$ cat src/design/vid_telemetry_params.svh
/*
  Constants of the two-wire telemetry slave: bus address, register offsets,
  output-voltage code limits and reset values.
  Assumes it is included by bare name from the design module.
*/
`ifndef VID_TELEMETRY_PARAMS_SVH
`define VID_TELEMETRY_PARAMS_SVH

// fixed upper four address bits, binary 1000
`define ADDR_FIXED_HI     4'h8
// strapped low address bits per voltage band
`define ADDR_LSB_BAND0    3'h0
`define ADDR_LSB_BAND1    3'h3
`define ADDR_LSB_BAND2    3'h5
// high-speed master code is 0000_1xxx
`define HS_MASTER_CODE    5'h01
// register offsets
`define REG_VOLTAGE_CODE  8'h01
`define REG_LOAD_CURRENT  8'h03
`define REG_FAULT_STATUS  8'h14
// legal output-voltage codes and boot value
`define VCODE_MIN         7'h19
`define VCODE_MAX         7'h7F
`define VCODE_RESET       7'h4B
// bits in a byte
`define BYTE_BITS         4'h8
// cycles after reset release before the strap is caught
`define STRAP_SETTLE      2'h3

`endif

$ cat src/design/vid_telemetry_pkg.sv
/*
  Types of the two-wire telemetry slave.
  Assumes nothing of its surroundings.
*/
package vid_telemetry_pkg;

  typedef enum logic [2:0] {
    ST_IDLE  = 3'b000,
    ST_ADDR  = 3'b001,
    ST_REG   = 3'b010,
    ST_WDATA = 3'b011,
    ST_RDATA = 3'b100,
    ST_ACK   = 3'b101,
    ST_WAIT  = 3'b110
  } link_state_e;

endpackage

$ cat src/design/vid_telemetry_i2c_slave.sv
/*
  Two-wire slave for output-voltage code control and load-current telemetry.
  Assumes scl_i, sda_i and the strap band arrive asynchronously and are
  oversampled by clock_i (20 MHz); telemetry and fault inputs are synchronous.
  sda is open drain: sda_o is always low, sda_oe_o pulls the line.
  High-speed mode is only flagged; scl must stay slow enough for the oversampling.
*/
// Overview of operation
// - answer only address 1000 plus strapped bits
// - catch strap bits once after reset
// - strap band maps to 000, 011, 101
// - single byte read or write only
// - ack address, register; return one byte
// - NAK unknown register byte on read
// - NAK unknown register write, change nothing
// - NAK and drop illegal write data
// - enter high-speed after master code
// - interface ignores regulator enable
// - writes set voltage code, reads telemetry
// - telemetry register returns 8-bit load current
// - voltage code is seven bits
// - fault status readable after protection fault
`timescale 1ns/1ps
`include "vid_telemetry_params.svh"

module vid_telemetry_i2c_slave
  import vid_telemetry_pkg::*;
(
  // clock and reset
  input  wire logic       clock_i,
  input  wire logic       rst_i,
  // two-wire bus
  input  wire logic       scl_i,
  input  wire logic       sda_i,
  output logic            sda_o,
  output logic            sda_oe_o,
  // strap band: 0 low, 1 middle, 2 high
  input  wire logic [1:0] address_slew_strap_pin_i,
  // telemetry and status
  input  wire logic [7:0] current_monitor_output_i,
  input  wire logic [7:0] fault_status_i,
  // controls
  output logic [6:0]      output_voltage_code_o,
  output logic            hs_mode_o
);

  logic [2:0]  scl_s;
  logic [2:0]  sda_s;
  logic [1:0]  strap_m;
  logic [1:0]  strap_s;
  logic [1:0]  strap_wait;
  logic        strap_done;
  logic [2:0]  addr_lsb;
  link_state_e state;
  link_state_e after_ack;
  logic [3:0]  bit_cnt;
  logic [7:0]  shreg;
  logic [7:0]  reg_ptr;
  logic        ptr_ok;
  logic        scl_rise;
  logic        scl_fall;
  logic        start_seen;
  logic        stop_seen;
  logic        ptr_known;
  logic        wdata_ok;
  logic [7:0]  read_value;

  // only stage 1 onward is looked at; stage 0 is the metastable catch
  assign scl_rise   = scl_s[1] & ~scl_s[2];
  assign scl_fall   = ~scl_s[1] & scl_s[2];
  assign start_seen = scl_s[1] & scl_s[2] & ~sda_s[1] & sda_s[2];
  assign stop_seen  = scl_s[1] & scl_s[2] & sda_s[1] & ~sda_s[2];

  // only the three listed offsets exist
  assign ptr_known = (shreg == `REG_VOLTAGE_CODE) || (shreg == `REG_LOAD_CURRENT)
                     || (shreg == `REG_FAULT_STATUS);
  // read-only targets and codes off the table are illegal data
  assign wdata_ok  = ptr_ok && (reg_ptr == `REG_VOLTAGE_CODE) && !shreg[7]
                     && (shreg[6:0] >= `VCODE_MIN) && (shreg[6:0] <= `VCODE_MAX);

  // an unknown pointer still reads back zero once the read address is acked
  always_comb begin
    read_value = 8'h00;
    if (reg_ptr == `REG_VOLTAGE_CODE) begin
      read_value = {1'b0, output_voltage_code_o};
    end else if (reg_ptr == `REG_LOAD_CURRENT) begin
      read_value = current_monitor_output_i;
    end else if (reg_ptr == `REG_FAULT_STATUS) begin
      read_value = fault_status_i;
    end
  end

  // reset to the idle high level so no false edge follows reset
  always_ff @(posedge clock_i) begin
    if (rst_i) begin
      scl_s <= 3'h7;
      sda_s <= 3'h7;
    end else begin
      scl_s <= {scl_s[1:0], scl_i};
      sda_s <= {sda_s[1:0], sda_i};
    end
  end

  // strap is caught once, a few cycles after release, so the synchroniser has filled
  always_ff @(posedge clock_i) begin
    if (rst_i) begin
      strap_m    <= 2'h0;
      strap_s    <= 2'h0;
      strap_wait <= 2'h0;
      strap_done <= 1'b0;
      addr_lsb   <= `ADDR_LSB_BAND0;
    end else begin
      strap_m <= address_slew_strap_pin_i;
      strap_s <= strap_m;
      if (!strap_done) begin
        if (strap_wait == `STRAP_SETTLE) begin
          strap_done <= 1'b1;
          case (strap_s)
            2'h1:    addr_lsb <= `ADDR_LSB_BAND1;
            2'h2:    addr_lsb <= `ADDR_LSB_BAND2;
            default: addr_lsb <= `ADDR_LSB_BAND0;
          endcase
        end else begin
          strap_wait <= strap_wait + 2'h1;
        end
      end
    end
  end

  // regulator enable is not an input at all, so the link runs regardless
  always_ff @(posedge clock_i) begin
    if (rst_i) begin
      state                 <= ST_IDLE;
      after_ack             <= ST_WAIT;
      bit_cnt               <= 4'h0;
      shreg                 <= 8'h00;
      reg_ptr               <= 8'h00;
      ptr_ok                <= 1'b0;
      sda_o                 <= 1'b0;
      sda_oe_o              <= 1'b0;
      output_voltage_code_o <= `VCODE_RESET;
      hs_mode_o             <= 1'b0;
    end else if (stop_seen) begin
      // a stop ends any frame, even one cut short mid-byte
      state     <= ST_IDLE;
      sda_oe_o  <= 1'b0;
      hs_mode_o <= 1'b0;
    end else if (start_seen) begin
      // repeated start keeps the register pointer for the read phase
      state    <= ST_ADDR;
      bit_cnt  <= 4'h0;
      sda_oe_o <= 1'b0;
    end else begin
      case (state)
        ST_ADDR, ST_REG, ST_WDATA: begin
          if (scl_rise && bit_cnt != `BYTE_BITS) begin
            shreg   <= {shreg[6:0], sda_s[1]};
            bit_cnt <= bit_cnt + 4'h1;
          end else if (scl_fall && bit_cnt == `BYTE_BITS) begin
            bit_cnt <= 4'h0;
            state   <= ST_ACK;
            if (state == ST_ADDR) begin
              if (shreg[7:1] == {`ADDR_FIXED_HI, addr_lsb} && strap_done) begin
                sda_oe_o  <= 1'b1;
                after_ack <= shreg[0] ? ST_RDATA : ST_REG;
              end else begin
                // master code is never acknowledged by any slave
                if (shreg[7:3] == `HS_MASTER_CODE) begin
                  hs_mode_o <= 1'b1;
                end
                state <= ST_WAIT;
              end
            end else if (state == ST_REG) begin
              reg_ptr   <= shreg;
              ptr_ok    <= ptr_known;
              sda_oe_o  <= ptr_known;
              after_ack <= ptr_known ? ST_WDATA : ST_WAIT;
            end else begin
              // any byte after the data byte is neither stored nor acked
              after_ack <= ST_WAIT;
              if (wdata_ok) begin
                sda_oe_o              <= 1'b1;
                output_voltage_code_o <= shreg[6:0];
              end
            end
          end
        end
        ST_ACK: begin
          if (scl_fall) begin
            state <= after_ack;
            // the first read bit goes out on the fall that ends the address ack
            if (after_ack == ST_RDATA) begin
              shreg    <= {read_value[6:0], 1'b0};
              sda_oe_o <= ~read_value[7];
              bit_cnt  <= 4'h1;
            end else begin
              sda_oe_o <= 1'b0;
            end
          end
        end
        ST_RDATA: begin
          if (scl_fall) begin
            if (bit_cnt == `BYTE_BITS) begin
              // one byte only; the master's ack bit is left alone
              sda_oe_o <= 1'b0;
              state    <= ST_WAIT;
            end else begin
              sda_oe_o <= ~shreg[7];
              shreg    <= {shreg[6:0], 1'b0};
              bit_cnt  <= bit_cnt + 4'h1;
            end
          end
        end
        default: begin
          sda_oe_o <= 1'b0;
        end
      endcase
    end
  end

endmodule

$ cat config.mk
export PLATFORM = sky130hd
export DESIGN_NAME = vid_telemetry_i2c_slave
export DESIGN_NICKNAME = d
export VERILOG_FILES = /design/src/design/vid_telemetry_pkg.sv /design/src/design/vid_telemetry_i2c_slave.sv
export VERILOG_INCLUDE_DIRS = /design/src /design/src/design
export SDC_FILE = /design/constraint.sdc
export NUM_CORES = 1
export LEC_CHECK = 0
export ABC_AREA = 1
export BUFFER_PORTS_ARGS = -buffer_cell sky130_fd_sc_hd__buf_2
export CAP_MARGIN = 30
export CORE_UTILIZATION = 55
export CTS_BUF_LIST = sky130_fd_sc_hd__clkbuf_2 sky130_fd_sc_hd__clkbuf_4 sky130_fd_sc_hd__clkbuf_8
export CTS_CLUSTER_SIZE = 14
export DETAILED_ROUTE_END_ITERATION = 16
export GPL_TIMING_DRIVEN = 1
export HOLD_SLACK_MARGIN = 0.1
export PLACE_DENSITY = 0.76
export SYNTH_ARGS = -nofsm -noshare
export SYNTH_HDL_FRONTEND = slang
export SYNTH_SLANG_ARGS = --single-unit
$ cat constraint.sdc
create_clock -name clock_i -period 5.04 [get_ports clock_i]
set_clock_uncertainty 0.2 [all_clocks]
set_input_delay 0.504 -clock clock_i [delete_from_list [all_inputs] [get_ports clock_i]]
set_output_delay 0.504 -clock clock_i [all_outputs]
set_load 0.02 [all_outputs]
==> impl_metrics.ini <==
[pwr]
internal_power_mw = 0.838
clkPwrFrac_pct = 16.4
power_density_nw_per_um2 = 487
leakagePower_nw = 1.53
p_seq_share_pct = 38.5
switchingPower_mw = 0.695
p_total_mw = 1.53
combPwrFrac_pct = 45.0
irDropWorstVdd_mv = 0.340
switching_share_pct = 45.3

[detailed_routing]
remaining_drc_errors = 0
wl_per_cell_um = 12.1
via_count = 2639
firstDrtPassIters = 4
ant_nets = 0
vias_per_cell = 5.00
wirelength_um = 6360
drtIter0Drc = 164

[sta]
fin_tns_setup_ns = 0
layout_min_cycle_time_ns = 2.03
rsz0062_at_grt = false
slew_viol_final = 0
setup_viol = 0
whs_ns = 0.171
final_hold_viol_count = 0
finalCritPeriodShare_pct = 40.2
fmax_mhz = 494

[critical_path]
crit_type = reg2reg
r2r_end = output_voltage_code_o[6]
r2r_slack_ns = 3.01
r2r_cells = 9
cpMostUsedCell = nand2_1
max_stage_delay_ns = 0.35
cp-start-kind = flop
cp_slowest_cell = dfxtp_1
path_max_fanout = 14
end_kind = flop
cp.arrival_ns = 2.03
required_ns = 5.04
reg2reg_from = bit_cnt[0]
crit_chain = inv_1 > ha_1 > nand2_1 > nor2_2 > nand2_1 > nor2_1 > nand2_2 > nand2_1 > o211ai_2

[cells_and_area]
regArea_um2 = 1040
antenna-diode-count = 0
multiInputGateArea_um2 = 1530
instances_no_fill = 528
n_fill_cell = 458
synthToLayoutAreaGrowth_pct = 10.2
num-nets-final = 487
drive_gt1_share_pct = 16.7

[global_route]
grt_max_degree = 27
grt_pass1_wl_um = 10400
grt_overflow_total = 0
grt_pass1_vias = 2306
gr-usage-all-layers_pct = 24.7
grt_antenna_before_repair = 0

[clock_network]
cts.clk_slew.worst_paths_ns = 0.10
cts_tree = done
cts.path.max_buffers = 2
hold_buffers = 0
cts_sinks = 52
insertion_delay_ns = 0.31
root_buffer = clkbuf_8
cts_resized = 0
h-tree-depth = 2
numCtsBuffers = 5
postCtsSetupBuffers = 0

[die]
core-area_um2 = 4850
die_x_um = 74.1
start_util_pct = 58.9
pin_count = 32
dieArea_um2 = 5480
dieHeight_um = 74.1
fp-row-count = 25

[worst_hold_path]
hold_depth = 2
hold_end = scl_s[0]
hp-class = in2reg
min-delay-start = scl_i

[synthesis]
seq_area_frac_synth_pct = 36.5
yosysWarnings = 0
synthDistinctLibCells = 40
synth_nets = 460
syn_inst = 433
synth.avg_cell_area_um2 = 6.59
synthesis.area_um2 = 2860
ys_ff_latch = 52

[flow_run]
drv_cap = 0

[place]
place_hpwl_um = 4820
place_congestion = 0.896
port_buffers = 30
dp_cells = 520

[status]
status = finished, final reports clean
==> per-stage QoR <==
stage	util [%]	area, um2	setup WS (ns)
CTS	64.9	3150	3.01
detailed placement	62.9	3050	3.03
global placement	62.3	3020	2.61
floorplan	-	2860	3.28
global route	64.9	3150	2.85
finish	64.9	3150	3.01
==> cell usage after synthesis, drive strengths merged <==
| library cell | count | area, um2 |
|---|---|---|
| clkbuf | 3 | 11.3 |
| o21bai | 1 | 7.51 |
| nor3 | 7 | 45.0 |
| xnor2 | 1 | 8.76 |
| nand2 | 115 | 454 |
| inv | 56 | 210 |
| dfxtp | 52 | 1040 |
| nor4 | 1 | 6.26 |
| nand4 | 3 | 25.0 |
| and2 | 1 | 6.26 |
| nand3b | 1 | 7.51 |
| buf | 8 | 56.3 |
| clkinv | 3 | 11.3 |
| nor2 | 76 | 332 |
| xor2 | 1 | 8.76 |
| o21a | 1 | 7.51 |
| or2 | 4 | 25.0 |
| conb | 1 | 3.75 |
| a21boi | 1 | 7.51 |
| ha | 5 | 62.6 |
| nand3 | 30 | 155 |
| a21oi | 23 | 126 |
| o21ai | 32 | 164 |
| o211ai | 7 | 72.6 |
==> registers in the layout (all words and copies together), names as in the netlist, 2 cells and up <==
| register | count |
|---|---|
| addr_lsb | 3 |
| after_ack | 3 |
| bit_cnt | 4 |
| output_voltage_code_o | 7 |
| reg_ptr | 8 |
| scl_s | 3 |
| sda_s | 3 |
| shreg | 8 |
| state | 3 |
| strap_m | 2 |
| strap_s | 2 |
| strap_wait | 2 |
==> logic make-up (layout without fill, tap and decap cells) <==
logic type / after synthesis / count (layout) / synth area share, %
adder cells (fa/ha/maj): 5 / 5 / 2.19
AO/OA/AOI/OAI: 65 / 65 / 13.5
other: 1 / 1 / 0.131
buffers and inverters: 70 / 98 / 10.1
AND/OR/NAND/NOR: 238 / 238 / 37.0
XOR/XNOR: 2 / 2 / 0.614
flip-flops: 52 / 52 / 36.5
==> layer usage <==
layer	vias to the layer above	routed length [um]	share of wire, %	global-route usage [%]
met5	-	0	0	0
met1	1164	3070	48	32.3
met3	7	263	4.1	4.07
met2	57	2950	46	42.3
met4	0	76	1.2	6.20
li1	1411	-	-	-
==> layout make-up <==
cell class | count | share of cell area (%)
Clock buffer | 5 | 2.19
Clock inverter | 3 | 0.875
Inverter | 59 | 7.04
Multi-Input combinational cell | 311 | 48.5
Sequential cell | 52 | 33.1
Tap cell | 67 | 2.67
Timing Repair Buffer | 31 | 5.65
==> power by group through the flow <==
stage | combinational (mW) | clock [mW] | sequential [mW]
global route | 0.798 | 0.274 | 0.604
global placement | 0.669 | 0 | 0.596
detailed placement | 0.687 | 0 | 0.599
floorplan | 0.588 | 0 | 0.565
finish | 0.690 | 0.252 | 0.591
CTS | 0.691 | 0.257 | 0.590
==> how the worst max path moves through the flow <==
stage                          start                        to  slack, ns  cells after the start
after global placement         rst_i                  state[1]       2.61                      5
after detailed placement  bit_cnt[0]  output_voltage_code_o[6]       3.03                      9
after global routing      bit_cnt[0]  output_voltage_code_o[2]       2.85                     10
after CTS                 bit_cnt[0]  output_voltage_code_o[6]       3.01                      9
final                     bit_cnt[0]  output_voltage_code_o[6]       3.01                      9
after floorplan           bit_cnt[0]                  shreg[7]       3.28                     11
==> critical path, delay by kind of cell, from the launching register on <==
kind / cells / cell delay [ns]
AOI/OAI and AO/OA: 1 / 0.09
and+or+nand+nor: 6 / 1.02
adders and majority gates: 1 / 0.18
DFF: 1 / 0.35
buffers and inverters: 1 / 0.08
==> cells in the final DEF, fill, tap and decap left out, types with 2 or more instances in the layout <==
cell,Yosys,final
nand3_1,29,29
nor2_2,3,3
nor2_4,3,3
or2_2,4,4
nand2_4,2,2
o211ai_1,3,3
nand2_1,110,110
nor3_2,2,2
clkinv_1,3,3
nand2_2,3,3
dfxtp_1,52,52
ha_1,5,5
a21oi_1,22,22
o21ai_1,14,14
nor2_1,69,69
nor3_1,5,5
inv_2,12,12
buf_2,3,30
o211ai_2,4,4
nand4_1,2,2
clkbuf_8,0,5
o21ai_0,17,17
inv_1,44,44
No activity file was read; power rests on OpenSTA's default activity.
